<file path="src/core/cfl_pkg.sv">
package cfl_pkg;

  // word addresses of the configuration memory, in load order
  localparam int CFL_NUM_WORDS = 8;
  localparam logic [7:0] CFL_WADDR_P0_LINK = 8'h40;
  localparam logic [7:0] CFL_WADDR_P1_LINK = 8'h42;
  localparam logic [7:0] CFL_WADDR_P2_LINK = 8'h44;
  localparam logic [7:0] CFL_WADDR_P3_LINK = 8'h46;
  localparam logic [7:0] CFL_WADDR_P0_PMCAP = 8'h50;
  localparam logic [7:0] CFL_WADDR_P0_PMDATA = 8'h51;
  localparam logic [7:0] CFL_WADDR_P1_PMCAP = 8'h52;
  localparam logic [7:0] CFL_WADDR_P1_PMDATA = 8'h53;

  // configuration space offsets, per port
  localparam logic [7:0] CFL_OFF_PMCAP = 8'h40;
  localparam logic [7:0] CFL_OFF_PMCSR = 8'h44;
  localparam logic [7:0] CFL_OFF_LINKCTL = 8'h78;
  localparam logic [7:0] CFL_OFF_PHY2 = 8'h7C;
  localparam logic [7:0] CFL_OFF_MACCTL = 8'h8C;
  localparam logic [7:0] CFL_OFF_PHY3 = 8'h90;
  localparam logic [7:0] CFL_OFF_DEEMPH = 8'hF0;

  // loader registers, selected by the top address bit
  localparam logic [7:0] CFL_OFF_CTRL = 8'h00;
  localparam logic [7:0] CFL_OFF_STATUS = 8'h04;
  localparam int CFL_CTRL_RELOAD_BIT = 0;
  localparam int CFL_STAT_DONE_BIT = 0;
  localparam int CFL_STAT_BUSY_BIT = 1;
  localparam int CFL_STAT_LOADED_LSB = 8;
  localparam int CFL_STAT_ABSENT_LSB = 12;

  // field positions inside a link word
  localparam int CFL_W_PHY2_LSB = 0;
  localparam int CFL_W_PHY3_LSB = 5;
  localparam int CFL_W_DEEMPH_BIT = 12;
  localparam int CFL_W_COMPL_BIT = 13;
  localparam int CFL_W_DCC_LSB = 14;
  // field positions inside the power-management capability and data words
  localparam int CFL_W_NOSR_BIT = 0;
  localparam int CFL_W_AUX_LSB = 1;
  localparam int CFL_W_D1_BIT = 4;
  localparam int CFL_W_D2_BIT = 5;
  localparam int CFL_W_PME_LSB = 6;
  localparam int CFL_W_PMDATA_LSB = 8;

  // field positions inside configuration dwords
  localparam int CFL_C_PHY2_LSB = 8;
  localparam int CFL_C_DCC_LSB = 8;
  localparam int CFL_C_PHY3_LSB = 0;
  localparam int CFL_C_DEEMPH_BIT = 6;
  localparam int CFL_C_COMPL_BIT = 11;
  localparam int CFL_C_NOSR_BIT = 3;
  localparam int CFL_C_AUX_LSB = 22;
  localparam int CFL_C_D1_BIT = 25;
  localparam int CFL_C_D2_BIT = 26;
  localparam int CFL_C_PME_LSB = 28;
  localparam int CFL_C_PMDATA_LSB = 24;

  // fields held for one port
  typedef struct packed {
    logic [4:0] phy2;
    logic [6:0] phy3;
    logic deemph;
    logic compl_det;
    logic [1:0] dcc_sel;
    logic no_soft_reset;
    logic [2:0] aux_current;
    logic d1_support;
    logic d2_support;
    logic [1:0] pme_support;
    logic [7:0] pm_data;
  } cfl_port_fields_type;

  localparam cfl_port_fields_type CFL_FIELDS_RESET = '0;

  // word read answer from the memory engine
  typedef struct packed {
    logic valid;
    logic absent;
    logic [15:0] data;
  } cfl_mem_rsp_type;

  typedef struct packed {
    logic [10:0] addr;
    logic [31:0] wdata;
    logic wr;
    logic rd;
  } cfl_bus_req_type;

endpackage : cfl_pkg

</file>
<file path="src/core/cfl_port_fields.sv">
`timescale 1ns/1ps
`default_nettype none

module cfl_port_fields #(
  parameter bit PM_EN = 1'b1
) (
  input wire logic clk_sys_in,
  input wire logic reset_n_in,
  input wire logic load_link_in,
  input wire logic load_pmcap_in,
  input wire logic load_pmdata_in,
  input wire logic [15:0] word_in,
  output var cfl_pkg::cfl_port_fields_type fields_out
);
  import cfl_pkg::*;

  typedef struct packed {
    cfl_port_fields_type f;
  } cfl_pf_state_type;

  cfl_pf_state_type st_r;
  cfl_pf_state_type st_nxt;

  // scatter each word into its fields; ports without power words keep reset
  always_comb
  begin
    st_nxt = st_r;
    if (load_link_in)
    begin
      st_nxt.f.phy2 = word_in[CFL_W_PHY2_LSB +: 5];
      st_nxt.f.phy3 = word_in[CFL_W_PHY3_LSB +: 7];
      st_nxt.f.deemph = word_in[CFL_W_DEEMPH_BIT];
      st_nxt.f.compl_det = word_in[CFL_W_COMPL_BIT];
      st_nxt.f.dcc_sel = word_in[CFL_W_DCC_LSB +: 2];
    end
    if (PM_EN && load_pmcap_in)
    begin
      st_nxt.f.no_soft_reset = word_in[CFL_W_NOSR_BIT];
      st_nxt.f.aux_current = word_in[CFL_W_AUX_LSB +: 3];
      st_nxt.f.d1_support = word_in[CFL_W_D1_BIT];
      st_nxt.f.d2_support = word_in[CFL_W_D2_BIT];
      st_nxt.f.pme_support = word_in[CFL_W_PME_LSB +: 2];
    end
    if (PM_EN && load_pmdata_in)
    begin
      st_nxt.f.pm_data = word_in[CFL_W_PMDATA_LSB +: 8];
    end
  end

  // field storage
  always_ff @(posedge clk_sys_in or negedge reset_n_in)
  begin
    if (!reset_n_in)
      st_r <= '{f: CFL_FIELDS_RESET};
    else
      st_r <= st_nxt;
  end

  assign fields_out = st_r.f;

endmodule : cfl_port_fields

`default_nettype wire

</file>
<file path="src/core/cfl_config_loader.sv">
// Our own choices: the placing of the registers and the strobed register port.
`timescale 1ns/1ps
`default_nettype none

// Functional notes
// - word 40h bits 4:0 to port0 7Ch[12:8]
// - word 40h bits 15:14 to port0 8Ch[9:8]
// - word 42h bits 4:0 to port1 7Ch[12:8]
// - word 42h bits 11:5 to port1 90h[6:0]
// - word 42h bit 12 to port1 F0h[6]
// - word 42h bit 13 to port1 78h[11]
// - word 44h same layout, port 2
// - word 46h same layout, port 3
// - word 50h: no-reset 44h[3], aux 40h[24:22]
// - capability bit 4 read-only at 40h[25]
// - capability bit 5 read-only at 40h[26]
// - capability bits 7:6 to 40h[29:28]
// - word 51h high byte to 44h[31:24]
// - words 52h/53h same mapping for port 1
module cfl_config_loader (
  input wire logic clk_sys_in,
  input wire logic reset_n_in,
  input wire logic [10:0] bus_addr_in,
  input wire logic [31:0] bus_wdata_in,
  input wire logic bus_wr_in,
  input wire logic bus_rd_in,
  output logic [31:0] bus_rdata_out,
  output logic mem_req_out,
  output logic [7:0] mem_addr_out,
  input wire cfl_pkg::cfl_mem_rsp_type mem_rsp_in,
  output logic load_done_out
);
  import cfl_pkg::*;

  typedef enum logic [2:0] {
    ST_IDLE = 3'b001,
    ST_ISSUE = 3'b010,
    ST_WAIT = 3'b100
  } cfl_state_type;

  typedef struct packed {
    cfl_state_type state;
    logic [2:0] idx;
    logic req;
    logic [7:0] addr;
    logic done;
    logic reload_pend;
    logic [3:0] loaded_cnt;
    logic [3:0] absent_cnt;
    logic [31:0] rdata;
  } cfl_ld_state_type;

  localparam logic [2:0] LAST_IDX = 3'(CFL_NUM_WORDS - 1);

  cfl_ld_state_type st_r;
  cfl_ld_state_type st_nxt;
  cfl_bus_req_type bus;
  cfl_port_fields_type port_f [4];
  logic fire;
  logic take;
  logic [3:0] ld_link;
  logic [3:0] ld_pmcap;
  logic [3:0] ld_pmdata;
  logic [1:0] rd_port;
  logic [7:0] rd_off;
  logic [31:0] cfg_word;

  assign bus = '{addr: bus_addr_in, wdata: bus_wdata_in, wr: bus_wr_in, rd: bus_rd_in};

  // word index to memory address, in fixed load order
  function automatic logic [7:0] word_addr(input logic [2:0] i);
    case (i)
      3'h0: word_addr = CFL_WADDR_P0_LINK;
      3'h1: word_addr = CFL_WADDR_P1_LINK;
      3'h2: word_addr = CFL_WADDR_P2_LINK;
      3'h3: word_addr = CFL_WADDR_P3_LINK;
      3'h4: word_addr = CFL_WADDR_P0_PMCAP;
      3'h5: word_addr = CFL_WADDR_P0_PMDATA;
      3'h6: word_addr = CFL_WADDR_P1_PMCAP;
      default: word_addr = CFL_WADDR_P1_PMDATA;
    endcase
  endfunction : word_addr

  // a present word loads; an absent one leaves the fields as they were
  assign fire = (st_r.state == ST_WAIT) && mem_rsp_in.valid;
  assign take = fire && !mem_rsp_in.absent;

  // load strobes per port, decoded from the word index
  always_comb
  begin
    ld_link = '0;
    ld_pmcap = '0;
    ld_pmdata = '0;
    if (take)
    begin
      if (!st_r.idx[2])
        ld_link[st_r.idx[1:0]] = 1'b1;
      else if (!st_r.idx[0])
        ld_pmcap[{1'b0, st_r.idx[1]}] = 1'b1;
      else
        ld_pmdata[{1'b0, st_r.idx[1]}] = 1'b1;
    end
  end

  // one field store per port; only ports 0 and 1 take power words here
  for (genvar p = 0; p < 4; p++)
  begin : g_port
    cfl_port_fields #(
      .PM_EN(p < 2)
    ) u_fields (
      .clk_sys_in(clk_sys_in),
      .reset_n_in(reset_n_in),
      .load_link_in(ld_link[p]),
      .load_pmcap_in(ld_pmcap[p]),
      .load_pmdata_in(ld_pmdata[p]),
      .word_in(mem_rsp_in.data),
      .fields_out(port_f[p])
    );
  end

  assign rd_port = bus.addr[9:8];
  assign rd_off = bus.addr[7:0];

  // configuration dword view; bits not loaded here read as zero
  always_comb
  begin
    cfg_word = '0;
    case (rd_off)
      CFL_OFF_PMCAP:
      begin
        cfg_word[CFL_C_AUX_LSB +: 3] = port_f[rd_port].aux_current;
        cfg_word[CFL_C_D1_BIT] = port_f[rd_port].d1_support;
        cfg_word[CFL_C_D2_BIT] = port_f[rd_port].d2_support;
        cfg_word[CFL_C_PME_LSB +: 2] = port_f[rd_port].pme_support;
      end
      CFL_OFF_PMCSR:
      begin
        cfg_word[CFL_C_NOSR_BIT] = port_f[rd_port].no_soft_reset;
        cfg_word[CFL_C_PMDATA_LSB +: 8] = port_f[rd_port].pm_data;
      end
      CFL_OFF_LINKCTL: cfg_word[CFL_C_COMPL_BIT] = port_f[rd_port].compl_det;
      CFL_OFF_PHY2: cfg_word[CFL_C_PHY2_LSB +: 5] = port_f[rd_port].phy2;
      CFL_OFF_MACCTL: cfg_word[CFL_C_DCC_LSB +: 2] = port_f[rd_port].dcc_sel;
      CFL_OFF_PHY3: cfg_word[CFL_C_PHY3_LSB +: 7] = port_f[rd_port].phy3;
      CFL_OFF_DEEMPH: cfg_word[CFL_C_DEEMPH_BIT] = port_f[rd_port].deemph;
      default: cfg_word = '0;
    endcase
  end

  // sequencer and register port; all software-visible config is read-only
  always_comb
  begin
    st_nxt = st_r;
    st_nxt.req = 1'b0;
    st_nxt.rdata = '0;
    unique case (st_r.state)
      ST_IDLE:
      begin
        if (st_r.reload_pend)
        begin
          st_nxt.reload_pend = 1'b0;
          st_nxt.done = 1'b0;
          st_nxt.idx = '0;
          st_nxt.loaded_cnt = '0;
          st_nxt.absent_cnt = '0;
          st_nxt.state = ST_ISSUE;
        end
      end
      ST_ISSUE:
      begin
        st_nxt.req = 1'b1;
        st_nxt.addr = word_addr(st_r.idx);
        st_nxt.state = ST_WAIT;
      end
      ST_WAIT:
      begin
        if (fire)
        begin
          if (mem_rsp_in.absent)
            st_nxt.absent_cnt = st_r.absent_cnt + 4'h1;
          else
            st_nxt.loaded_cnt = st_r.loaded_cnt + 4'h1;
          if (st_r.idx == LAST_IDX)
          begin
            st_nxt.done = 1'b1;
            st_nxt.state = ST_IDLE;
          end
          else
          begin
            st_nxt.idx = st_r.idx + 3'h1;
            st_nxt.state = ST_ISSUE;
          end
        end
      end
    endcase
    // reload request after the sequencer, so a new write beats the idle clear
    if (bus.wr && bus.addr[10] && (rd_off == CFL_OFF_CTRL) && bus.wdata[CFL_CTRL_RELOAD_BIT])
      st_nxt.reload_pend = 1'b1;
    // config reads are held off as zero until the whole map is in
    if (bus.rd)
    begin
      if (bus.addr[10])
      begin
        if (rd_off == CFL_OFF_STATUS)
        begin
          st_nxt.rdata[CFL_STAT_DONE_BIT] = st_r.done;
          st_nxt.rdata[CFL_STAT_BUSY_BIT] = (st_r.state != ST_IDLE);
          st_nxt.rdata[CFL_STAT_LOADED_LSB +: 4] = st_r.loaded_cnt;
          st_nxt.rdata[CFL_STAT_ABSENT_LSB +: 4] = st_r.absent_cnt;
        end
      end
      else if (st_r.done)
        st_nxt.rdata = cfg_word;
    end
  end

  // loading starts on its own as reset releases
  always_ff @(posedge clk_sys_in or negedge reset_n_in)
  begin
    if (!reset_n_in)
      st_r <= '{state: ST_ISSUE, idx: 3'h0, req: 1'b0, addr: 8'h00, done: 1'b0,
                reload_pend: 1'b0, loaded_cnt: 4'h0, absent_cnt: 4'h0, rdata: 32'h0000_0000};
    else
      st_r <= st_nxt;
  end

  assign bus_rdata_out = st_r.rdata;
  assign mem_req_out = st_r.req;
  assign mem_addr_out = st_r.addr;
  assign load_done_out = st_r.done;
endmodule : cfl_config_loader

`default_nettype wire

</file>
<file path="config.mk">
export PLATFORM = sky130hd
export DESIGN_NAME = cfl_config_loader
export DESIGN_NICKNAME = d
export VERILOG_FILES = /design/src/core/cfl_pkg.sv /design/src/core/cfl_port_fields.sv /design/src/core/cfl_config_loader.sv
export SDC_FILE = /design/constraint.sdc
export NUM_CORES = 1
export LEC_CHECK = 0
export BUFFER_PORTS_ARGS = -buffer_cell sky130_fd_sc_hd__buf_2
export CORE_ASPECT_RATIO = 0.8
export CORE_UTILIZATION = 50
export DETAILED_ROUTE_END_ITERATION = 7
export PLACE_DENSITY_LB_ADDON = 0.3
export SLEW_MARGIN = 0
export SYNTH_ARGS = -nofsm -noshare
export SYNTH_HDL_FRONTEND = slang
export SYNTH_SLANG_ARGS = --single-unit
</file>
<file path="constraint.sdc">
create_clock -name clk_sys_in -period 1.8 [get_ports clk_sys_in]
set_clock_uncertainty 0.15 [all_clocks]
set_input_delay 0.09 -clock clk_sys_in [delete_from_list [all_inputs] [get_ports clk_sys_in]]
set_output_delay 0.09 -clock clk_sys_in [all_outputs]
set_load 0.005 [all_outputs]
</file>
==> run_results.csv <==
group,metric,value,unit
status,status,"finished, violations left",
status,violations,"setup timing",
critical_path,slowest_stage,"dfstp_2",
global_route,gr-usage-all-layers,23.0,%
synth,yosysTopAreaCell,"dfrtp_1",
detailed_routing,vias_per_cell,5.49,
detailed_routing,num_vias,4244,
detailed_routing,ant_nets,0,
critical_path,crit_path_end_kind,"register",
floorplanning,io_pins,107,
detailed_routing,drcViolationCount,0,
floorplanning,die_h,106,um
sta,maxSlewViolCount,0,
detailed_routing,routedWlPerCell,19.4,um
clock_network,clkTransAtPathRegs,0.06,ns
global_route,grt_pass1_wl,24100,um
final_layout,nets,658,
floorplanning,dieWidth,132,um
synth,synth_top_area_share,52.3,%
sta,finalWorstSetupSlack,-0.00569,ns
floorplanning,initial_utilization,52.1,%
critical_path,cpPeakStageDelay,0.52,ns
sta,slew-limit-headroom,66.2,%
floorplanning,die_area,14100,sq um
final_layout,multiInputGateArea,2980,sq um
clock_network,cts.path.max_buffers,2,
flow_run,drv_cap,0,
sta,final.period_utilization,100,%
clock_network,numClockSinks,143,
synth,syn_area,6800,sq um
sta,setup_viol,2,
global_route,grt_overflow,0,
sta,final.setup.tns,-0.00730,ns
place,hpwl,9960,um
synth,syn_avg_cell_area,14.0,sq um
clock_network,post-cts-setup-buffer-count,0,
clock_network,worstSkewPairLatency,0.42,ns
detailed_routing,first_iter_violations,277,
sta,rsz0062_at_grt,"yes",
critical_path,crit_buf_inv,1,
global_route,grt_pass1_vias,4432,
synth,ys_ff_latch,143,
pwr,power.density,1280,nW/um^2
critical_path,cp.arrival,1.96,ns
critical_path,cp_top_family,"simple AND/OR/NAND/NOR gates",
synth,ys_warn_count,0,
pwr,peakVddDrop,872,uV
critical_path,required,1.95,ns
global_route,antenna_found_initial,0,
synth,synth_area_leaders,"dfrtp_1 52%, mux2_2 11%, mux2_4 6.6%",
global_route,grt_max_degree,53,
clock_network,cts_tree,"built",
final_layout,area.growth.synth_to_final,24.0,%
detailed_routing,drtPass1Iterations,5,
synth,synth_cells,486,
place,io_buffers,65,
place,routabilityCongestion,0.807,
floorplanning,fp.coreArea,13100,sq um
critical_path,crit_chain,"and4bb_4 -> and3_4 -> and2_4 -> buf_12 -> mux2_4",
sta,fin_crit,1.81,ns
sta,finalHoldViolations,0,
floorplanning,rows,37,
clock_network,cts_root_buffer,"clkbuf_16",
detailed_routing,drt_wl_total,15000,um
pwr,p_leak,4.13,nW
sta,max_freq,0.554,GHz
synth,yosysSeqAreaShare,52.6,%
critical_path,path_max_fanout,6,
clock_network,cts_buffers,17,
synth,ys_types,50,
final_layout,register_area,3580,sq um
final_layout,nFillCells,936,
final_layout,drive_above_1_share,45.5,%
place,pre_cts_ws,-0.00924,ns
final_layout,diodes,0,
hold_path,min_path_type,"input port to async pin",
sta,holdWs,0.0351,ns
critical_path,start_kind,"register",
sta,max_slew.worst_pin.slew,0.507,ns
critical_path,critical_path_class,"register to register",
final_layout,final_core_util,64.6,%
clock_network,htreeDepth,4,
state kept, by name (all words and copies together), names as in the netlist:
name,cells
bus_rdata_out,25
g_port.u_fields.fields_out,96
load_done_out,1
mem_addr_out,5
mem_req_out,1
st_r,15
metal layers:
metal / GRT usage (%) / wire length (um) / vias to the layer above
met5: 0 / 0 / -
met4: 8.54 / 256 / 0
met3: 5.91 / 703 / 22
met2: 36.3 / 7210 / 120
met1: 30.7 / 6860 / 2206
li1: - / - / 1896
cell type report:
cell class / count / share of cell area (%)
clock inverter: 4 / 0.564
inverter: 9 / 0.401
clock buffer: 28 / 6.37
multi-input combinational: 284 / 35.3
tap: 175 / 2.60
timing repair buffer: 130 / 12.3
sequential: 143 / 42.5
synthesized netlist by cell type, drive strengths merged:
cell type and number:
and2b 1, ha 8, and4bb 1, buf 55, a32oi 3, or4b 1, a31oi 3, mux4 16
a21oi 9, and3 1, nor3 2, nor4 8, inv 9, or3b 3, dfstp 1, o21bai 1
dfrtp 142, and2 8, nand3 11, clkbuf 4, mux2 98, nand4bb 1, o21ai 13, o22ai 7
conb 1, nor2 14, nand2 13, a22o 1, a21o 5, or2 2, nand4b 1, nand3b 3
nor2b 8, nand2b 1, nor3b 5, a22oi 2, or3 2, mux2i 18, nand4 4
what timing repair did:
item | in CTS | in global routing
pin swaps | 0 | 3
endpoints found under the setup margin | 18 | 91
hold buffers | 26 | 0
hold endpoints to repair | 259 | 0
gates resized for setup | 12 | 32
kinds of logic (layout without fill, tap and decap cells):
logic type	count (synthesis)	after routing	synth area share, %
AO/OA/AOI/OAI	44	44	3.94
adder cells (fa/ha/maj)	8	8	1.47
flip-flops	143	143	52.6
AND/OR/NAND/NOR	90	90	8.63
buffers and inverters	68	171	7.43
other	1	10	0.0551
multiplexers	132	132	25.8
layout by cell type (no fill, tap or decap), types with 5 or more instances in the layout:
master | Yosys | routed
buf_2 | 5 | 64
o21ai_0 | 13 | 13
inv_1 | 9 | 9
clkbuf_8 | 0 | 7
ha_1 | 8 | 6
a21oi_1 | 9 | 8
nand3_1 | 8 | 8
mux4_2 | 16 | 16
nor2_1 | 14 | 14
conb_1 | 1 | 10
mux2i_1 | 18 | 18
mux2_4 | 30 | 76
buf_12 | 3 | 12
dlygate4sd3_1 | 0 | 26
mux2_2 | 68 | 22
o22ai_1 | 7 | 7
nand2_1 | 11 | 11
nor2b_1 | 8 | 8
clkbuf_16 | 0 | 17
buf_4 | 42 | 26
a21o_1 | 5 | 5
dfrtp_1 | 142 | 142
nor3b_1 | 5 | 5
power by group:
group          switching [mW]  internal (mW)
registers               0.534           4.09
clock network            1.30           2.16
logic                    1.07           1.68
total                    2.90           7.93
stage by stage:
stage	std cells	cell area, sq um	power (mW)
3_5_place_dp	715	7410	7.13
5_1_grt	773	8430	11.3
3_3_place_gp	715	7410	6.97
4_1_cts	773	8300	10.7
2_1_floorplan	495	6890	6.37
6_report	773	8430	10.8
worst paths after layout:
kind	endpoint	slack, ns	start	cells after the start
worst max-delay path	g_port[0].u_fields.fields_out[23]	-0.006	st_r[55]	5
worst min-delay path	g_port[1].u_fields.fields_out[7]	0.04	reset_n_in	2
worst max register to register	g_port[0].u_fields.fields_out[23]	-0.006	st_r[55]	5
worst min register to register	mem_addr_out[6]	0.32	mem_addr_out[6]	1
max in group asynchronous	g_port[0].u_fields.fields_out[10]	0.81	reset_n_in	3
min in group clk_sys_in	st_r[40]	0.04	bus_wr_in	5
Note: power is estimated with default switching activity, not from simulation.
